[src/rtl/hipm_pkg.sv]
// shared constants and types of the halt and idle power manager
`default_nettype none
package hipm_pkg;
	// clock and timing
	localparam int CLK_PERIOD_NS = 8;
	localparam int DELAY_UNIT_NS = 1000000;
	localparam int DELAY_UNIT_CYC = DELAY_UNIT_NS / CLK_PERIOD_NS;
	localparam int RESET_PULSE_CYC = 16;
	localparam int RTC_DIV_1024 = 32;
	localparam int RTC_DIV_16 = 2048;
	localparam logic [4:0] DIV_MASK_1024 = 5'h1F;
	localparam logic [10:0] DIV_MASK_16 = 11'h7FF;

	// register map
	localparam logic [7:0] REG_CTRL = 8'h00;
	localparam logic [7:0] REG_STATUS = 8'h04;
	localparam logic [7:0] REG_MASK = 8'h08;
	localparam logic [7:0] REG_IDLE = 8'h0C;
	localparam logic [7:0] REG_SMI = 8'h10;

	// reset values
	localparam logic [15:0] CTRL_RESET = 16'h0000;
	localparam logic [5:0] MASK_RESET = 6'h00;
	localparam logic [11:0] IDLE_RESET = 12'hFFF;

	// status bit positions
	localparam int ST_HALT_SEEN = 0;
	localparam int ST_IDLE_ZERO = 1;
	localparam int ST_WAKE = 2;
	localparam int ST_SHUTDOWN = 3;
	localparam int ST_SMI = 4;
	localparam int ST_DEEP = 5;
	localparam int ST_W = 6;

	// software trigger bit in the smi register
	localparam int SMI_SW_BIT = 0;

	// halt options
	localparam logic [1:0] HALT_READY = 2'h0;
	localparam logic [1:0] HALT_SMI = 2'h1;
	localparam logic [1:0] HALT_DEEP = 2'h2;

	// clock divider codes and half periods in system cycles, less one
	localparam logic [1:0] DIV_2 = 2'h0;
	localparam logic [1:0] DIV_8 = 2'h1;
	localparam logic [1:0] DIV_32 = 2'h2;
	localparam logic [3:0] HALF_2 = 4'h0;
	localparam logic [3:0] HALF_8 = 4'h3;
	localparam logic [3:0] HALF_32 = 4'hF;

	typedef struct packed {
		logic [5:0] delay_sel;
		logic cs_act_en;
		logic act_en;
		logic ext_smi_en;
		logic idle_smi_en;
		logic idle_rate;
		logic [1:0] clk_div;
		logic stop_clock_request_en;
		logic [1:0] halt_opt;
	} hipm_ctrl_t;

	typedef struct packed {
		logic valid;
		logic halt;
		logic shutdown;
		logic stop_grant;
	} hipm_cycle_t;

	typedef enum logic [1:0] {
		PM_RUN = 2'h0,
		PM_STOPREQ = 2'h1,
		PM_DEEP = 2'h3,
		PM_RELOCK = 2'h2
	} hipm_state_t;
endpackage
`default_nettype wire

[src/rtl/hipm_clk_gen.sv]
// glitch-free processor clock generator, divided fast clock or slow oscillator
`default_nettype none
module hipm_clk_gen (
	input wire logic clk_sys_i,
	input wire logic reset_i,
	input wire logic [1:0] div_sel_i,
	input wire logic slow_sel_i,
	input wire logic rtc_level_i,
	output logic clk_out_o,
	output logic clk_out_alt_o,
	output logic slow_active_o
);
	logic [3:0] cnt_r;
	logic [3:0] half_r;
	logic [3:0] half_nxt;
	logic out_nxt;
	logic switch_ok;

	always_comb begin
		case (div_sel_i)
			hipm_pkg::DIV_8: half_nxt = hipm_pkg::HALF_8;
			hipm_pkg::DIV_32: half_nxt = hipm_pkg::HALF_32;
			default: half_nxt = hipm_pkg::HALF_2;
		endcase
	end

	// source or rate changes only while the output sits low, so no runt pulse
	assign switch_ok = !clk_out_o && (slow_active_o ? !rtc_level_i : (cnt_r == half_r));

	always_ff @(posedge clk_sys_i or posedge reset_i) begin
		if (reset_i) begin
			slow_active_o <= 1'b0;
			half_r <= hipm_pkg::HALF_2;
		end else if (switch_ok) begin
			slow_active_o <= slow_sel_i;
			half_r <= half_nxt;
		end
	end

	always_ff @(posedge clk_sys_i or posedge reset_i) begin
		if (reset_i) begin
			cnt_r <= 4'h0;
		end else if (slow_active_o || cnt_r == half_r) begin
			cnt_r <= 4'h0;
		end else begin
			cnt_r <= cnt_r + 4'h1;
		end
	end

	always_comb begin
		if (slow_active_o) begin
			out_nxt = rtc_level_i;
		end else if (cnt_r == half_r) begin
			out_nxt = !clk_out_o;
		end else begin
			out_nxt = clk_out_o;
		end
	end

	always_ff @(posedge clk_sys_i or posedge reset_i) begin
		if (reset_i) begin
			clk_out_o <= 1'b0;
			clk_out_alt_o <= 1'b0;
		end else begin
			clk_out_o <= out_nxt;
			clk_out_alt_o <= out_nxt;
		end
	end
endmodule
`default_nettype wire

[src/rtl/hipm_top.sv]
// halt and idle power manager: halt handling, deep sleep, idle timer, smi
// Operation
// halt option two answers halt with ready and raises a management interrupt.
// halt option three: ready, stop request, on stop grant slow clock and self-refresh.
// deep halt asserts oscillator_off to power down the fast oscillator.
// during self-refresh no isa refresh or other isa activity.
// option three with stop clock enabled asserts stop request on halt detect.
// in deep halt a change of interrupt or smi drops oscillator_off, fast clock back.
// wait 1 to 64 ms after wake before dropping stop request.
// every halt cycle sets halt_seen_flag status bit.
// shutdown drives processor_init_out and isa_bus_reset for at least 16 clocks.
// one idle timer counts down to zero, reloading from the idle latch.
// reload when count is zero and smm_acknowledge is asserted.
// reload on each external input assertion when enabled as activity strobe.
// reload on each programmable chip select assertion when enabled.
// timer is 12 bits, ticked at 1024 Hz or 16 Hz from 32768 Hz.
// clock source switches produce no glitch or runt pulse.
// timer reaching zero raises management interrupt when enabled.
// management interrupt stays asserted until smm_acknowledge.
// clock division 2, 8 or 32; division by 2 after reset.
`default_nettype none
module hipm_top #(
	parameter int UNIT_CYC = hipm_pkg::DELAY_UNIT_CYC
) (
	input wire logic clk_sys_i,
	input wire logic reset_i,
	input wire logic [7:0] reg_addr_i,
	input wire logic [31:0] reg_wdata_i,
	input wire logic reg_wr_i,
	input wire logic reg_rd_i,
	output logic [31:0] reg_rdata_o,
	input wire hipm_pkg::hipm_cycle_t cpu_cycle_i,
	input wire logic cpu_int_request_i,
	input wire logic external_event_input_i,
	input wire logic smm_acknowledge_i,
	input wire logic chip_select_i,
	input wire logic rtc_osc_i,
	output logic cpu_ready_o,
	output logic stop_clock_request_o,
	output logic oscillator_off_o,
	output logic dram_self_refresh_o,
	output logic isa_quiet_o,
	output logic processor_init_out_o,
	output logic isa_bus_reset_o,
	output logic mgmt_interrupt_out_o,
	output logic cpu_clock_out_o,
	output logic cpu_clock_out_alt_o,
	output logic irq_o
);
	hipm_pkg::hipm_ctrl_t ctrl_r;
	hipm_pkg::hipm_state_t state_r;
	logic [hipm_pkg::ST_W-1:0] status_r;
	logic [hipm_pkg::ST_W-1:0] mask_r;
	logic [hipm_pkg::ST_W-1:0] ev_set;
	logic [11:0] idle_latch_r;
	logic [11:0] idle_cnt_r;
	logic [10:0] rtc_div_r;
	logic rtc_prev_r;
	logic rtc_edge;
	logic idle_tick;
	logic idle_reload;
	logic idle_zero_ev;
	logic ext_prev_r;
	logic cs_prev_r;
	logic int_prev_r;
	logic smi_prev_r;
	logic wake_ev;
	logic smi_pend_r;
	logic ack_prev_r;
	logic sw_smi;
	logic halt_cyc;
	logic shut_cyc;
	logic grant_cyc;
	logic [4:0] rst_cnt_r;
	logic [16:0] unit_cnt_r;
	logic [6:0] ms_cnt_r;
	logic [6:0] ms_target;
	logic slow_sel;
	logic slow_active;
	logic wr_ctrl;
	logic rd_status;

	assign halt_cyc = cpu_cycle_i.valid && cpu_cycle_i.halt;
	assign shut_cyc = cpu_cycle_i.valid && cpu_cycle_i.shutdown;
	assign grant_cyc = cpu_cycle_i.valid && cpu_cycle_i.stop_grant;
	assign wr_ctrl = reg_wr_i && reg_addr_i == hipm_pkg::REG_CTRL;
	assign rd_status = reg_rd_i && reg_addr_i == hipm_pkg::REG_STATUS;
	assign sw_smi = reg_wr_i && reg_addr_i == hipm_pkg::REG_SMI && reg_wdata_i[hipm_pkg::SMI_SW_BIT];
	assign ms_target = {1'b0, ctrl_r.delay_sel} + 7'h01;

	// register writes
	always_ff @(posedge clk_sys_i or posedge reset_i) begin
		if (reset_i) begin
			ctrl_r <= hipm_pkg::CTRL_RESET;
			mask_r <= hipm_pkg::MASK_RESET;
			idle_latch_r <= hipm_pkg::IDLE_RESET;
		end else if (reg_wr_i) begin
			if (wr_ctrl) begin
				ctrl_r <= hipm_pkg::hipm_ctrl_t'(reg_wdata_i[15:0]);
			end
			if (reg_addr_i == hipm_pkg::REG_MASK) begin
				mask_r <= reg_wdata_i[hipm_pkg::ST_W-1:0];
			end
			if (reg_addr_i == hipm_pkg::REG_IDLE) begin
				idle_latch_r <= reg_wdata_i[11:0];
			end
		end
	end

	// read data valid only in the cycle after the strobe
	always_ff @(posedge clk_sys_i or posedge reset_i) begin
		if (reset_i) begin
			reg_rdata_o <= 32'h0000_0000;
		end else if (reg_rd_i) begin
			case (reg_addr_i)
				hipm_pkg::REG_CTRL: reg_rdata_o <= {16'h0000, ctrl_r};
				hipm_pkg::REG_STATUS: reg_rdata_o <= {26'h000_0000, status_r};
				hipm_pkg::REG_MASK: reg_rdata_o <= {26'h000_0000, mask_r};
				hipm_pkg::REG_IDLE: reg_rdata_o <= {4'h0, idle_cnt_r, 4'h0, idle_latch_r};
				hipm_pkg::REG_SMI: reg_rdata_o <= {31'h0000_0000, mgmt_interrupt_out_o};
				default: reg_rdata_o <= 32'h0000_0000;
			endcase
		end else begin
			reg_rdata_o <= 32'h0000_0000;
		end
	end

	// sticky status; a same-cycle event beats the clear-on-read
	always_comb begin
		ev_set = '0;
		// halt seen flag
		ev_set[hipm_pkg::ST_HALT_SEEN] = halt_cyc;
		ev_set[hipm_pkg::ST_IDLE_ZERO] = idle_zero_ev;
		ev_set[hipm_pkg::ST_WAKE] = wake_ev;
		ev_set[hipm_pkg::ST_SHUTDOWN] = shut_cyc;
		ev_set[hipm_pkg::ST_SMI] = mgmt_interrupt_out_o && !smi_prev_r;
		ev_set[hipm_pkg::ST_DEEP] = grant_cyc && state_r == hipm_pkg::PM_STOPREQ;
	end

	always_ff @(posedge clk_sys_i or posedge reset_i) begin
		if (reset_i) begin
			status_r <= '0;
		end else if (rd_status) begin
			status_r <= ev_set;
		end else begin
			status_r <= status_r | ev_set;
		end
	end

	always_ff @(posedge clk_sys_i or posedge reset_i) begin
		if (reset_i) begin
			irq_o <= 1'b0;
		end else begin
			irq_o <= |((rd_status ? ev_set : (status_r | ev_set)) & mask_r);
		end
	end

	// 1024 Hz and 16 Hz ticks from the 32768 Hz oscillator
	assign rtc_edge = rtc_osc_i && !rtc_prev_r;
	assign idle_tick = rtc_edge && (ctrl_r.idle_rate ?
		(rtc_div_r == hipm_pkg::DIV_MASK_16) :
		(rtc_div_r[4:0] == hipm_pkg::DIV_MASK_1024));

	always_ff @(posedge clk_sys_i or posedge reset_i) begin
		if (reset_i) begin
			rtc_prev_r <= 1'b0;
			rtc_div_r <= 11'h000;
		end else begin
			rtc_prev_r <= rtc_osc_i;
			if (rtc_edge) begin
				rtc_div_r <= rtc_div_r + 11'h001;
			end
		end
	end

	// reload at zero when acknowledged
	// reload on activity strobe
	// reload on chip select
	assign idle_reload = (idle_cnt_r == 12'h000 && smm_acknowledge_i) ||
		(ctrl_r.act_en && external_event_input_i && !ext_prev_r) ||
		(ctrl_r.cs_act_en && chip_select_i && !cs_prev_r);
	assign idle_zero_ev = idle_tick && !idle_reload && idle_cnt_r == 12'h001;

	// idle timer counts down, stops at zero
	always_ff @(posedge clk_sys_i or posedge reset_i) begin
		if (reset_i) begin
			idle_cnt_r <= hipm_pkg::IDLE_RESET;
		end else if (idle_reload) begin
			idle_cnt_r <= idle_latch_r;
		end else if (idle_tick && idle_cnt_r != 12'h000) begin
			idle_cnt_r <= idle_cnt_r - 12'h001;
		end
	end

	always_ff @(posedge clk_sys_i or posedge reset_i) begin
		if (reset_i) begin
			ext_prev_r <= 1'b0;
			cs_prev_r <= 1'b0;
			int_prev_r <= 1'b0;
			smi_prev_r <= 1'b0;
			ack_prev_r <= 1'b0;
		end else begin
			ext_prev_r <= external_event_input_i;
			cs_prev_r <= chip_select_i;
			int_prev_r <= cpu_int_request_i;
			smi_prev_r <= mgmt_interrupt_out_o;
			ack_prev_r <= smm_acknowledge_i;
		end
	end

	// events saved while acknowledged are raised after the acknowledge drops
	always_ff @(posedge clk_sys_i or posedge reset_i) begin
		if (reset_i) begin
			smi_pend_r <= 1'b0;
		end else if ((halt_cyc && ctrl_r.halt_opt == hipm_pkg::HALT_SMI) ||
				(idle_zero_ev && ctrl_r.idle_smi_en) ||
				(ctrl_r.ext_smi_en && external_event_input_i && !ext_prev_r) ||
				sw_smi) begin
			// halt raises management interrupt
			// idle timer zero raises management interrupt
			smi_pend_r <= 1'b1;
		end else if (smm_acknowledge_i && !ack_prev_r) begin
			smi_pend_r <= 1'b0;
		end
	end

	// interrupt held until acknowledge
	always_ff @(posedge clk_sys_i or posedge reset_i) begin
		if (reset_i) begin
			mgmt_interrupt_out_o <= 1'b0;
		end else if (smm_acknowledge_i) begin
			mgmt_interrupt_out_o <= 1'b0;
		end else if (smi_pend_r) begin
			mgmt_interrupt_out_o <= 1'b1;
		end
	end

	// ready for every halt, shutdown and stop grant cycle
	always_ff @(posedge clk_sys_i or posedge reset_i) begin
		if (reset_i) begin
			cpu_ready_o <= 1'b0;
		end else begin
			cpu_ready_o <= halt_cyc || shut_cyc || grant_cyc;
		end
	end

	// shutdown reset pulse of 16 clocks
	always_ff @(posedge clk_sys_i or posedge reset_i) begin
		if (reset_i) begin
			rst_cnt_r <= 5'h00;
			processor_init_out_o <= 1'b0;
			isa_bus_reset_o <= 1'b0;
		end else if (shut_cyc) begin
			rst_cnt_r <= 5'(hipm_pkg::RESET_PULSE_CYC);
			processor_init_out_o <= 1'b1;
			isa_bus_reset_o <= 1'b1;
		end else if (rst_cnt_r != 5'h00) begin
			rst_cnt_r <= rst_cnt_r - 5'h01;
			processor_init_out_o <= rst_cnt_r != 5'h01;
			isa_bus_reset_o <= rst_cnt_r != 5'h01;
		end
	end

	// wake on a change of interrupt request or management interrupt
	assign wake_ev = state_r == hipm_pkg::PM_DEEP &&
		((cpu_int_request_i != int_prev_r) || (mgmt_interrupt_out_o != smi_prev_r));

	// halt sequencer; a shutdown abandons any sleep in progress
	always_ff @(posedge clk_sys_i or posedge reset_i) begin
		if (reset_i) begin
			state_r <= hipm_pkg::PM_RUN;
		end else if (shut_cyc) begin
			state_r <= hipm_pkg::PM_RUN;
		end else begin
			case (state_r)
				hipm_pkg::PM_RUN: begin
					// stop request on halt detect
					if (halt_cyc && ctrl_r.halt_opt == hipm_pkg::HALT_DEEP && ctrl_r.stop_clock_request_en) begin
						state_r <= hipm_pkg::PM_STOPREQ;
					end
				end
				hipm_pkg::PM_STOPREQ: begin
					// stop grant enters deep halt
					if (grant_cyc) begin
						state_r <= hipm_pkg::PM_DEEP;
					end
				end
				hipm_pkg::PM_DEEP: begin
					if (wake_ev) begin
						state_r <= hipm_pkg::PM_RELOCK;
					end
				end
				hipm_pkg::PM_RELOCK: begin
					// restart delay before stop request drops
					if (ms_cnt_r == ms_target) begin
						state_r <= hipm_pkg::PM_RUN;
					end
				end
				default: state_r <= hipm_pkg::PM_RUN;
			endcase
		end
	end

	// millisecond counter for the restart delay
	always_ff @(posedge clk_sys_i or posedge reset_i) begin
		if (reset_i) begin
			unit_cnt_r <= 17'h00000;
			ms_cnt_r <= 7'h00;
		end else if (state_r != hipm_pkg::PM_RELOCK) begin
			unit_cnt_r <= 17'h00000;
			ms_cnt_r <= 7'h00;
		end else if (unit_cnt_r == 17'(UNIT_CYC - 1)) begin
			unit_cnt_r <= 17'h00000;
			ms_cnt_r <= ms_cnt_r + 7'h01;
		end else begin
			unit_cnt_r <= unit_cnt_r + 17'h00001;
		end
	end

	// stop request and oscillator_off follow the next state so they move with the transition
	always_ff @(posedge clk_sys_i or posedge reset_i) begin
		if (reset_i) begin
			stop_clock_request_o <= 1'b0;
			oscillator_off_o <= 1'b0;
			dram_self_refresh_o <= 1'b0;
			isa_quiet_o <= 1'b0;
		end else if (shut_cyc) begin
			stop_clock_request_o <= 1'b0;
			oscillator_off_o <= 1'b0;
			dram_self_refresh_o <= 1'b0;
			isa_quiet_o <= 1'b0;
		end else begin
			// stop request from halt until restart delay ends
			if (state_r == hipm_pkg::PM_RUN && halt_cyc &&
					ctrl_r.halt_opt == hipm_pkg::HALT_DEEP && ctrl_r.stop_clock_request_en) begin
				stop_clock_request_o <= 1'b1;
			end else if (state_r == hipm_pkg::PM_RELOCK && ms_cnt_r == ms_target) begin
				stop_clock_request_o <= 1'b0;
			end
			// oscillator off in deep halt
			// dropped at once on wake
			if (state_r == hipm_pkg::PM_STOPREQ && grant_cyc) begin
				oscillator_off_o <= 1'b1;
			end else if (wake_ev) begin
				oscillator_off_o <= 1'b0;
			end
			// self-refresh from stop grant
			// isa quiet while self-refresh
			// dram stays in self-refresh until the fast clock is back
			if (state_r == hipm_pkg::PM_STOPREQ && grant_cyc) begin
				dram_self_refresh_o <= 1'b1;
				isa_quiet_o <= 1'b1;
			end else if (state_r == hipm_pkg::PM_RELOCK && !slow_active) begin
				dram_self_refresh_o <= 1'b0;
				isa_quiet_o <= 1'b0;
			end
		end
	end

	// slow clock in deep halt
	// fast clock divided by 2 after wake
	assign slow_sel = state_r == hipm_pkg::PM_DEEP && !wake_ev;

	// glitch-free switching
	// software divider, by 2 at reset and after wake
	hipm_clk_gen u_clk_gen (
		.clk_sys_i(clk_sys_i),
		.reset_i(reset_i),
		.div_sel_i(state_r == hipm_pkg::PM_RUN ? ctrl_r.clk_div : hipm_pkg::DIV_2),
		.slow_sel_i(slow_sel),
		.rtc_level_i(rtc_osc_i),
		.clk_out_o(cpu_clock_out_o),
		.clk_out_alt_o(cpu_clock_out_alt_o),
		.slow_active_o(slow_active)
	);
endmodule
`default_nettype wire

[config.mk]
export PLATFORM = sky130hd
export DESIGN_NAME = hipm_top
export DESIGN_NICKNAME = d
export VERILOG_FILES = /design/src/rtl/hipm_pkg.sv /design/src/rtl/hipm_clk_gen.sv /design/src/rtl/hipm_top.sv
export SDC_FILE = /design/constraint.sdc
export NUM_CORES = 1
export LEC_CHECK = 0
export BUFFER_PORTS_ARGS = -buffer_cell sky130_fd_sc_hd__buf_4
export CORE_ASPECT_RATIO = 1.25
export CORE_MARGIN = 2
export CORE_UTILIZATION = 24
export DETAILED_ROUTE_END_ITERATION = 8
export PLACE_DENSITY = 0.52
export SETUP_SLACK_MARGIN = 0.15
export SYNTH_ARGS = -nofsm -noshare
export SYNTH_HDL_FRONTEND = slang
export SYNTH_SLANG_ARGS = --single-unit
[constraint.sdc]
create_clock -name clk_sys_i -period 4.86 [get_ports clk_sys_i]
set_clock_uncertainty 0.2 [all_clocks]
set_input_delay 0.243 -clock clk_sys_i [delete_from_list [all_inputs] [get_ports clk_sys_i]]
set_output_delay 0.243 -clock clk_sys_i [all_outputs]
set_load 0.1 [all_outputs]
==> summary.txt, run 1 <==
STA
  • Unrepaired setup endpoints after global routing: false
  • Hold_ws: 0.0560 ns
  • Setup_tns: 0 ns
  • Crit path time final: 2.71 ns
  • Ratio of final minimum period to clock period: a little under three fifths
  • Worst slew margin relative to its limit: a little over a third
  • Number of setup violations in the final report: 0
  • Number of hold violations in the final report: 0
  • Slew at the pin closest to its max-slew limit: 0.978 ns
  • Max Slew Vio Count: 0
  • Fmax: roughly 370 MHz

Hold path
  • Number of cells on the worst hold path: 3
  • Destination of the worst hold path: reg_rdata_o[5]
  • HP Class: in -> reg
  • Hold path start: reg_addr_i[4]

Clock tree
  • Deepest clock path buffer count: 2
  • Maximum level of the CTS H-tree: 4
  • Post_cts resized: 0
  • Clock tree from TritonCTS: built
  • CTS Buf Count: 17
  • Root buffer cell: sky130_fd_sc_hd__clkbuf_16
  • Post-CTS clock slew at the launch and capture registers of the worst setup and hold paths: around 0.06 ns
  • Sink count of the clock tree: between 100 and 150
  • Latest clock arrival within the worst-skew pair: 0.43 ns

Layout
  • Commonest non-fill, non-tap cells in the layout: sky130_fd_sc_hd__dfrtp_1, sky130_fd_sc_hd__buf_4, sky130_fd_sc_hd__nor2_1
  • Final net count: 771
  • P&R area growth vs syn: 25.8%
  • Final instance area: between 8000 and 9000 um^2
  • Antenna Diode Count: 0
  • Share of post-route cells with drive strength above 1: ~26%
  • Most common cell after layout, fill and taps aside: sky130_fd_sc_hd__dfrtp_1
  • Number of filler instances in the final layout: between 2000 and 3000

Routing
  • Routed WL: 16500 um
  • Vias per std cell: between 4 and 5
  • Total number of vias: between 4000 and 5000
  • Remaining routing DRC violations: 0
  • Wirelength per Cell: roughly 16 um
  • Number of routed nets with antenna violations: 0
  • Iter 0 DRT Violations: about 210
  • Number of search-and-repair iterations in the first detailed-routing pass: 4

Floorplanning
  • Die Wd: around 150 um
  • Number of top-level pins: 96
  • Total Die Area: between 20000 and 30000 um^2
  • Number of standard-cell rows in the floorplan: slightly below 70
  • Vertical die dimension: 192 um
  • Area of the core: between 20000 and 30000 um^2
  • Initial Utilization: 24.6%

Worst setup path
  • Cell with the largest stage delay on the worst path: sky130_fd_sc_hd__and3_1
  • End of the worst register-to-register path: irq_o
  • Worst path cell trace: dlygate4sd3_1 > buf_4 > nor3_4 > and3_1 > nand2_1 > mux2_2
  • Critical path startpoint category: input pin
  • Top Family by Delay on Critical Path: simple AND/OR/NAND/NOR gates
  • Worst Setup SP: reg_addr_i[6]
  • Worst R2R Path Depth: 5
  • Critical path type: in -> reg
  • Required time of the worst setup path: roughly 5.0 ns
  • Critical path fanouts, max: 16
  • Setup slack on the worst flop-to-flop path: approximately 2.2 ns
  • CP bufs+invs: 2
  • Data arrival time at the worst-slack endpoint: between 2 and 3 ns
  • Startpoint of the most critical register-to-register path: idle_cnt_r[10]
  • Worst setup EP type: flip-flop
  • Maximum cell stage delay along the critical path: around 0.56 ns

Flow run
  • Reported max-cap violation count: 0

Global routing
  • Global-route wire length before repair: between 20000 and 30000 um
  • Via count of the first global-routing pass: approximately 5000
  • GRT overflow: 0
  • Antenna violations before repair: 0
  • Pin count of the biggest net entering global routing: 106
  • Total global routing track utilization: approximately 12%

Synthesis
  • Area of the mapped netlist: just under 7000 um^2
  • Count of flip-flops with a built-in enable after synthesis: 0
  • Fraction of registers with async set/reset: between 90% and 100%
  • Post-synthesis cell type count: 67
  • Fraction of the yosys area taken by sequential cells: between 50% and 60%
  • Predominant post-synthesis flop cell: sky130_fd_sc_hd__dfrtp_1
  • Synthesized instance count: 604
  • Post-synthesis register bit count: about 140
  • Yosys warning total: 0
  • Average cell area after synthesis: ~11 um^2

Outcome
  • Status: complete, no violations

Pwr
  • Static leakage: between 3 and 4 nW
  • Max IR drop VDD: 0.212 mV
  • Pwr/cell area: around 420 nW/um^2

Placement
  • Final RePlAce weighted congestion: roughly 0.79
  • Number of I/O port buffers: 75
  • Cell area after placement: around 7700 um^2
  • HPWL reported at the end of detailed placement: between 10000 and 15000 um
final cells by class:
class | count | area, um^2 | share of cell area (%)
Clock inverter | 12 | 135 | 1.58
Tap cell | 350 | 438 | 5.11
Timing Repair Buffer | 106 | 871 | 10.2
Inverter | 17 | 68.8 | 0.803
Multi-Input combinational cell | 418 | 2970 | 34.7
Sequential cell | 144 | 3630 | 42.4
Clock buffer | 20 | 447 | 5.21
worst max path at each step:
stage | to | slack [ns] | cells past startpoint
after global routing | idle_latch_r[10] | 1.98 | 6
final | idle_latch_r[10] | 2.15 | 6
after floorplan | ack_prev_r | 0.59 | 1
after detailed placement | idle_latch_r[8] | 1.76 | 6
after global placement | idle_latch_r[3] | 1.80 | 6
after CTS | idle_latch_r[8] | 2.15 | 6
layer usage:
| layer | track usage, % | part of all wire [%] | up-vias |
|---|---|---|---|
| met5 | 0 | 0 | - |
| met4 | 3.95 | 1.4 | 0 |
| met3 | 2.22 | 3.8 | 15 |
| met2 | 19.9 | 51 | 93 |
| met1 | 14.5 | 44 | 2459 |
| li1 | - | - | 2348 |
worst register-to-register path, delay by kind of cell, from the launching register on:
| family | cells | cell delay, ns |
|---|---|---|
| AO/OA/AOI/OAI | 1 | 0.13 |
| AND/OR/NAND/NOR | 4 | 1.81 |
| flip-flops | 1 | 0.38 |
cell usage after synthesis, types with 7 or more instances:
master                       n  area (um^2)
sky130_fd_sc_hd__a21o_1      8         60.1
sky130_fd_sc_hd__a21oi_1     7         35.0
sky130_fd_sc_hd__a31oi_1     8         50.1
sky130_fd_sc_hd__and2_1      7         43.8
sky130_fd_sc_hd__and3_1     34          213
sky130_fd_sc_hd__buf_4       9         67.6
sky130_fd_sc_hd__clkbuf_1   13         48.8
sky130_fd_sc_hd__dfrtp_1   120         3000
sky130_fd_sc_hd__dfstp_2    24          631
sky130_fd_sc_hd__ha_1       14          175
sky130_fd_sc_hd__inv_1      17         63.8
sky130_fd_sc_hd__mux2_2     35          394
sky130_fd_sc_hd__nand2_1    44          165
sky130_fd_sc_hd__nand3_1    16         80.1
sky130_fd_sc_hd__nand4_1    15         93.8
sky130_fd_sc_hd__nor2_1     52          195
sky130_fd_sc_hd__nor3_1     13         65.1
sky130_fd_sc_hd__o21ai_0    15         75.1
sky130_fd_sc_hd__xnor2_1    31          272
sky130_fd_sc_hd__xor2_1     19          166
logic make-up (layout without fill, tap and decap cells):
logic type	Yosys count	in the layout	share of synthesized area (%)
XOR/XNOR	50	50	6.43
other	1	4	0.0551
AO/OA/AOI/OAI	77	77	7.88
adder cells (fa/ha/maj)	14	14	2.57
multiplexers	44	44	8.03
flip-flops	144	144	53.4
buffers and inverters	45	155	3.16
AND/OR/NAND/NOR	229	229	18.5
state kept, by name, indices dropped and copies added, names as in the netlist, 2 cells and up:
name,count
idle_latch_r,12
state_r,2
rst_cnt_r,5
ms_cnt_r,7
ctrl_r,16
status_r,6
u_clk_gen.half_r,2
u_clk_gen.cnt_r,4
reg_rdata_o,28
unit_cnt_r,17
idle_cnt_r,12
mask_r,6
rtc_div_r,11
where the power goes:
| group | switching (mW) | internal, mW |
|---|---|---|
| Sequential | 0.173 | 1.38 |
| Clock | 0.521 | 0.771 |
| Combinational | 0.486 | 0.303 |
| Total | 1.18 | 2.45 |
stage by stage:
step                worst slack (ns)  power [mW]  util (%)  cells
finish                          2.15        3.63      30.9   1067
global route                    1.98        3.83      30.9   1067
CTS                             2.15        3.68      30.9   1067
detailed placement              1.76        2.35      27.7   1005
global placement                1.80        2.34      27.7   1005
floorplan                      0.590        2.15         -    607
timing repair:
action                                 in CTS  in global routing
hold buffers                               30                  0
buffers inserted                            0                  0
endpoints found under the hold margin     143                  0
No activity file was read; power rests on OpenSTA's default activity.
==> run 2, diff against run 1 <==
--- a/config.mk
+++ b/config.mk
@@ -10,7 +10,7 @@
 export CORE_MARGIN = 2
 export CORE_UTILIZATION = 24
 export DETAILED_ROUTE_END_ITERATION = 8
-export PLACE_DENSITY = 0.52
+export PLACE_DENSITY = 0.53
 export SETUP_SLACK_MARGIN = 0.15
 export SYNTH_ARGS = -nofsm -noshare
 export SYNTH_HDL_FRONTEND = slang
==> constraint.sdc (replaced) <==
create_clock -name clk_sys_i -period 2.2 [get_ports clk_sys_i]
set_clock_uncertainty 0.2 [all_clocks]
set_input_delay 0.11 -clock clk_sys_i [delete_from_list [all_inputs] [get_ports clk_sys_i]]
set_output_delay 0.11 -clock clk_sys_i [all_outputs]
set_load 0.1 [all_outputs]
==> run 2 against run 1 <==
The flow now finishes with violations (setup timing). Combinational power grew to 3.1 times the previous value. Cell count grew 8.3%. Non-clock buffer count grew 86. Global-route usage rose by 1.2 points. Clock power is 130% higher. Wire length is 12% higher. Utilization rose by 3.9 points. Sequential cell count unchanged. Critical endpoint is now idle_cnt_r[2].
==> summary.txt, run 2 (synthesis results as in run 1) <==
Outcome
  • Status: complete, but fails checks (was complete, no violations)
  • Failing checks: setup timing

Global routing
  • Via count of the first global-routing pass: 5642 (was 4971)
  • Global-route wire length before repair: 29500 um (was 26800 um)
  • Antenna violations before repair: 0 (unchanged)
  • Pin count of the biggest net entering global routing: 58 (was 106)
  • GRT overflow: 0 (unchanged)
  • Total global routing track utilization: 12.8% (was 11.5%)

Worst setup path
  • Critical path fanouts, max: 5 (was 16)
  • End of the worst register-to-register path: idle_cnt_r[2] (was irq_o)
  • Startpoint of the most critical register-to-register path: rtc_div_r[0] (was idle_cnt_r[10])
  • Required time of the worst setup path: 2.35 ns (was 5.01 ns)
  • Setup slack on the worst flop-to-flop path: -0.08 ns (was 2.24 ns)
  • Critical path startpoint category: flip-flop (was input pin)
  • Worst Setup SP: rtc_div_r[0] (was reg_addr_i[6])
  • Critical path type: reg -> reg (was in -> reg)
  • Worst R2R Path Depth: 6 (was 5)
  • Worst setup EP type: flip-flop (unchanged)
  • Data arrival time at the worst-slack endpoint: 2.43 ns (was 2.86 ns)
  • Worst Setup EP: idle_cnt_r[2] (was idle_latch_r[10])

STA
  • Final worst slack: -0.0806 ns (was 2.15 ns)
  • Crit path time final: around 2.3 ns
  • Number of hold violations in the final report: 0 (unchanged)
  • Max Slew Vio Count: 0 (unchanged)
  • Ratio of final minimum period to clock period: 104%
  • Slew at the pin closest to its max-slew limit: 0.548 ns (was 0.978 ns)
  • Number of setup violations in the final report: 13 (was 0)
  • Unrepaired setup endpoints after global routing: true (was false)
  • Fmax: approximately 440 MHz
  • Worst slew margin relative to its limit: 63.5% (was 34.8%)
  • Hold_ws: 0.0593 ns (was 0.0560 ns)

Layout
  • Final net count: 860 (was 771)
  • P&R area growth vs syn: 41.6% (was 25.8%)
  • Most common cell after layout, fill and taps aside: sky130_fd_sc_hd__buf_4 (was sky130_fd_sc_hd__dfrtp_1)
  • Regs by FF count: reg_rdata_o x28, unit_cnt_r x17, ctrl_r x16 (unchanged)
  • Max reg flops: 28 (unchanged)
  • Final cell utilization of the core: 34.8% (was 30.9%)
  • Final instance area: 9640 um^2 (was 8570 um^2)
  • Commonest non-fill, non-tap cells in the layout: sky130_fd_sc_hd__buf_4, sky130_fd_sc_hd__dfrtp_1, sky130_fd_sc_hd__nor2_1 (was sky130_fd_sc_hd__dfrtp_1, sky130_fd_sc_hd__buf_4, sky130_fd_sc_hd__nor2_1)
  • Antenna Diode Count: 0 (unchanged)
  • Register with the highest flop count: reg_rdata_o (unchanged)
  • Share of post-route cells with drive strength above 1: 38.2% (was 25.7%)

Clock tree
  • Latest clock arrival within the worst-skew pair: 0.43 ns (about the same)
  • Post-CTS clock slew at the launch and capture registers of the worst setup and hold paths: 0.06 ns (about the same)
  • Clock tree from TritonCTS: built (unchanged)
  • Sink count of the clock tree: 144 (unchanged)
  • Deepest clock path buffer count: 2 (unchanged)
  • Root buffer cell: sky130_fd_sc_hd__clkbuf_16 (unchanged)
  • CTS Buf Count: 17 (unchanged)
  • Maximum level of the CTS H-tree: 4 (unchanged)

Hold path
  • HP Class: in -> reg (unchanged)
  • Number of cells on the worst hold path: 4 (was 3)
  • Hold path start: reg_addr_i[2] (was reg_addr_i[4])

Routing
  • Wirelength per Cell: 16.0 um (was 15.5 um)
  • Vias per std cell: 4.64 (was 4.61)
  • Number of search-and-repair iterations in the first detailed-routing pass: 4 (unchanged)
  • Total number of vias: 5369 (was 4915)
  • Remaining routing DRC violations: 0 (unchanged)
  • Routed WL: 18500 um (was 16500 um)
  • Iter 0 DRT Violations: 195 (was 209)
  • Number of routed nets with antenna violations: 0 (unchanged)

Placement
  • Worst slack at placement: -0.160 ns (was 1.76 ns)
  • Number of I/O port buffers: 75 (unchanged)
  • Cell area after placement: 8270 um^2 (was 7680 um^2)
  • HPWL reported at the end of detailed placement: 12900 um (was 11800 um)
  • Final RePlAce weighted congestion: 0.797 (was 0.788)

Floorplanning
  • Initial Utilization: 24.6% (unchanged)
  • Vertical die dimension: 192 um (unchanged)
  • Total Die Area: 29700 um^2 (unchanged)
  • Number of top-level pins: 96 (unchanged)
  • Die Wd: 155 um (unchanged)
  • Area of the core: 27700 um^2 (unchanged)
  • Number of standard-cell rows in the floorplan: 68 (unchanged)

Pwr
  • Max IR drop VDD: 0.514 mV (was 0.212 mV)
  • Static leakage: 4.43 nW (was 3.83 nW)
  • Pwr/cell area: 915 nW/um^2 (was 424 nW/um^2)

Flow run
  • Reported max-cap violation count: 0 (unchanged)
## run 2: worst min-delay path by stage
stage	slack [ns]	to
5_1_grt	0.06	reg_rdata_o[1]
3_5_place_dp	-0.13	reg_rdata_o[13]
4_1_cts	0.04	reg_rdata_o[1]
3_3_place_gp	-0.12	reg_rdata_o[13]
2_1_floorplan	-0.06	ack_prev_r
6_report	0.06	irq_o
## run 2: layer usage
layer	GRT usage (%)	share of wire, %	up-vias
li1	-	-	2522
met1	15.2	43	2712
met2	22.7	51	108
met3	2.52	3.7	27
met4	5.20	2.3	0
met5	0	0	-
## run 2: report_power, final
group | switching [mW] | internal, mW
sequential | 0.305 | 3.05
combinational | 1.41 | 1.07
clock | 1.12 | 1.87
## run 2: stage by stage
| step | power (mW) | std cells | setup TNS [ns] |
|---|---|---|---|
| floorplan | 4.78 | 607 | -0.412 |
| global placement | 5.51 | 1074 | -0.386 |
| detailed placement | 5.54 | 1074 | -0.760 |
| CTS | 8.81 | 1154 | -0.326 |
| global route | 9.29 | 1156 | -1.63 |
| finish | 8.83 | 1156 | -0.663 |
## run 2: final cells by class
| type | count | area, um^2 |
|---|---|---|
| clock buffers | 23 | 478 |
| clock inverters | 9 | 131 |
| fillers | 2780 | 18100 |
| inverters | 17 | 67.6 |
| multi-input cells | 421 | 3270 |
| flip-flops and latches | 144 | 3630 |
| well taps | 350 | 438 |
| repair buffers | 192 | 1620 |
## run 2: critical path, cell delays in order, from the launching register on
cell	delay, ns
sky130_fd_sc_hd__dfrtp_1	0.36
sky130_fd_sc_hd__ha_2	0.19
sky130_fd_sc_hd__nand4_1	0.09
sky130_fd_sc_hd__or4_4	0.44
sky130_fd_sc_hd__a21o_4	0.24
sky130_fd_sc_hd__or4_1	0.51
sky130_fd_sc_hd__a31oi_1	0.18
## run 2: timing repair
action                                  in CTS  in global routing
setup buffers                                9                  1
hold buffers                                35                  0
pin swaps                                   22                 12
resized for setup                           43                 29
endpoints found under the hold margin      193                  0
endpoints found under the setup margin      38                 43
cloned                                       4                  1
==> run 3, diff against run 2 <==
--- a/config.mk
+++ b/config.mk
@@ -8,9 +8,9 @@
 export BUFFER_PORTS_ARGS = -buffer_cell sky130_fd_sc_hd__buf_4
 export CORE_ASPECT_RATIO = 1.25
 export CORE_MARGIN = 2
-export CORE_UTILIZATION = 24
+export CORE_UTILIZATION = 30
 export DETAILED_ROUTE_END_ITERATION = 8
-export PLACE_DENSITY = 0.53
+export PLACE_DENSITY = 0.61
 export SETUP_SLACK_MARGIN = 0.15
 export SYNTH_ARGS = -nofsm -noshare
 export SYNTH_HDL_FRONTEND = slang
==> run 3 against run 2 <==
The run still ends with setup timing left. Clock-buffer cell count is 6 lower. Combinational power is 2% higher. Hold slack worse by 0.0064 ns. Via count is 1.4% lower. Global-route usage is 2.3 points higher. Highest routed layer unchanged. Critical path depth stayed put. First-iteration DRC count is 30% higher.
==> summary.txt, run 3 (synthesis results as in run 1) <==
Hold path
  • HP Class: in -> reg (unchanged)
  • Hold path start: reg_addr_i[7] (was reg_addr_i[2])

Placement
  • Final RePlAce weighted congestion: 0.784 (was 0.797)
  • Cell area after placement: 8060 um^2 (was 8270 um^2)
  • HPWL reported at the end of detailed placement: 12100 um (was 12900 um)
  • Number of I/O port buffers: 75 (unchanged)
  • Worst slack at placement: -0.136 ns (was -0.160 ns)

Floorplanning
  • Area of the core: 22300 um^2 (was 27700 um^2)
  • Total Die Area: 23900 um^2 (was 29700 um^2)
  • Die Wd: 139 um (was 155 um)
  • Number of standard-cell rows in the floorplan: 61 (was 68)
  • Initial Utilization: 30.6% (was 24.6%)
  • Vertical die dimension: 172 um (was 192 um)
  • Number of top-level pins: 96 (unchanged)

Clock tree
  • Latest clock arrival within the worst-skew pair: 0.43 ns (about the same)
  • Deepest clock path buffer count: 2 (unchanged)
  • Maximum level of the CTS H-tree: 4 (unchanged)
  • CTS Buf Count: 17 (unchanged)
  • Clock tree from TritonCTS: built (unchanged)
  • Root buffer cell: sky130_fd_sc_hd__clkbuf_16 (unchanged)
  • Post-CTS clock slew at the launch and capture registers of the worst setup and hold paths: 0.07 ns (was 0.06 ns)
  • Sink count of the clock tree: 144 (unchanged)

Layout
  • Final net count: 848 (was 860)
  • Final cell utilization of the core: 42.5% (was 34.8%)
  • Commonest non-fill, non-tap cells in the layout: sky130_fd_sc_hd__buf_4, sky130_fd_sc_hd__dfrtp_1, sky130_fd_sc_hd__nand2_1 (was sky130_fd_sc_hd__buf_4, sky130_fd_sc_hd__dfrtp_1, sky130_fd_sc_hd__nor2_1)
  • Most common cell after layout, fill and taps aside: sky130_fd_sc_hd__buf_4 (unchanged)
  • Number of filler instances in the final layout: 2166 (was 2780)
  • Regs by FF count: reg_rdata_o x28, unit_cnt_r x17, ctrl_r x16 (unchanged)
  • Share of post-route cells with drive strength above 1: 38.0% (was 38.2%)
  • Final instance area: 9470 um^2 (was 9640 um^2)
  • Register with the highest flop count: reg_rdata_o (unchanged)
  • Antenna Diode Count: 0 (unchanged)
  • Max reg flops: 28 (unchanged)
  • P&R area growth vs syn: 39.0% (was 41.6%)

Worst setup path
  • Critical path fanouts, max: 7 (was 5)
  • Worst setup EP type: flip-flop (unchanged)
  • Worst Setup SP: rtc_div_r[0] (unchanged)
  • Critical path type: reg -> reg (unchanged)
  • Startpoint of the most critical register-to-register path: rtc_div_r[0] (unchanged)
  • Data arrival time at the worst-slack endpoint: 2.47 ns (was 2.43 ns)
  • Critical path startpoint category: flip-flop (unchanged)
  • Required time of the worst setup path: 2.36 ns (was 2.35 ns)

Outcome
  • Failing checks: setup timing (unchanged)
  • Status: complete, but fails checks (unchanged)

Pwr
  • Pwr/cell area: 925 nW/um^2 (was 915 nW/um^2)
  • Static leakage: 4.28 nW (was 4.43 nW)
  • Max IR drop VDD: 0.609 mV (was 0.514 mV)
  • Part of the total power dissipated in combinational logic: 28.8% (was 28.1%)
  • Internal Pwr Total: 5.72 mW (was 5.99 mW)
  • Sequential Power Share: 38.5% (was 38.0%)
  • Sw power: 3.04 mW (was 2.84 mW)
  • Portion of total power attributed to the clock network: 32.7% (was 33.9%)
  • Proportion of total power due to net switching: 34.7% (was 32.1%)

Global routing
  • Antenna violations before repair: 0 (unchanged)
  • GRT overflow: 0 (unchanged)
  • Pin count of the biggest net entering global routing: 117 (was 58)
  • Via count of the first global-routing pass: 5340 (was 5642)
  • Total global routing track utilization: 15.1% (was 12.8%)
  • Global-route wire length before repair: 28400 um (was 29500 um)

Routing
  • Iter 0 DRT Violations: 253 (was 195)
  • Number of search-and-repair iterations in the first detailed-routing pass: 4 (unchanged)
  • Routed WL: 17900 um (was 18500 um)
  • Number of routed nets with antenna violations: 0 (unchanged)
  • Remaining routing DRC violations: 0 (unchanged)
  • Wirelength per Cell: 16.6 um (was 16.0 um)
  • Total number of vias: 5296 (was 5369)
  • Vias per std cell: 4.92 (was 4.64)

STA
  • Worst slew margin relative to its limit: 53.2% (was 63.5%)
  • Max Slew Vio Count: 0 (unchanged)
  • Fmax: 432 MHz (was 438 MHz)
  • Final worst slack: -0.117 ns (was -0.0806 ns)
  • Number of setup violations in the final report: 6 (was 13)
  • Crit path time final: 2.32 ns (was 2.28 ns)
  • Number of hold violations in the final report: 0 (unchanged)
  • Slew at the pin closest to its max-slew limit: 0.702 ns (was 0.548 ns)
  • Ratio of final minimum period to clock period: 105% (was 104%)
  • Unrepaired setup endpoints after global routing: true (unchanged)

Flow run
  • Reported max-cap violation count: 0 (unchanged)
-- run 3: what timing repair did --
item / CTS / global route
pin swaps: 16 / 19
cloned: 3 / 0
hold buffers: 34 / 0
resized for setup: 30 / 43
setup buffers: 8 / 9
endpoints found under the setup margin: 37 / 47
endpoints found under the hold margin: 196 / 0
-- run 3: metrics by stage --
stage          total power [mW]  hold WS (ns)  TNS (ns)  cells
6_report                   8.75        0.0529    -0.267   1077
5_1_grt                    9.20        0.0454     -1.24   1077
3_3_place_gp               5.44        0.0293    -0.515    991
2_1_floorplan              4.78       -0.0586    -0.412    607
4_1_cts                    8.56        0.0260    -0.208   1068
3_5_place_dp               5.49        0.0303    -0.763    991
-- run 3: layer usage --
metal	part of all wire [%]	up-vias	GRT usage, %
met5	0	-	0
met4	1.7	0	5.14
met3	2.5	28	3.10
met2	52	96	26.5
met1	44	2673	18.7
li1	-	2499	-
-- run 3: final timing paths --
| kind | end | cells after the start | slack (ns) |
|---|---|---|---|
| worst min-delay path | reg_rdata_o[5] | 5 | 0.05 |
| worst max-delay path | idle_cnt_r[11] | 6 | -0.12 |
| max in group asynchronous | mgmt_interrupt_out_o | 4 | 1.01 |
| worst max register to register | idle_cnt_r[11] | 6 | -0.12 |
| min in group asynchronous | unit_cnt_r[8] | 4 | 0.16 |
| worst min register to register | idle_cnt_r[9] | 2 | 0.28 |
-- run 3: power by group through the flow --
stage	Clock, mW	Combinational (mW)	Sequential, mW
2_1_floorplan	0	1.23	3.56
3_3_place_gp	0	2.06	3.37
3_5_place_dp	0	2.10	3.39
4_1_cts	2.93	2.29	3.35
5_1_grt	3.04	2.75	3.41
6_report	2.87	2.52	3.37
-- run 3: area by class of cell --
class                   count  area (um^2)  area share (%)
flip-flops and latches    144         3630            38.4
repair buffers            181         1520            16.0
clock buffers              17          425            4.49
well taps                 283          354            3.74
clock inverters            15          153            1.61
inverters                  17         67.6           0.714
multi-input cells         420         3310            35.0
-- run 3: critical path: stages, from the launching register on --
cell                      delay (ns)
sky130_fd_sc_hd__dfrtp_1        0.40
sky130_fd_sc_hd__ha_4           0.16
sky130_fd_sc_hd__nand4_1        0.07
sky130_fd_sc_hd__or4_4          0.44
sky130_fd_sc_hd__a21o_4         0.27
sky130_fd_sc_hd__or4b_4         0.54
sky130_fd_sc_hd__a31oi_4        0.16
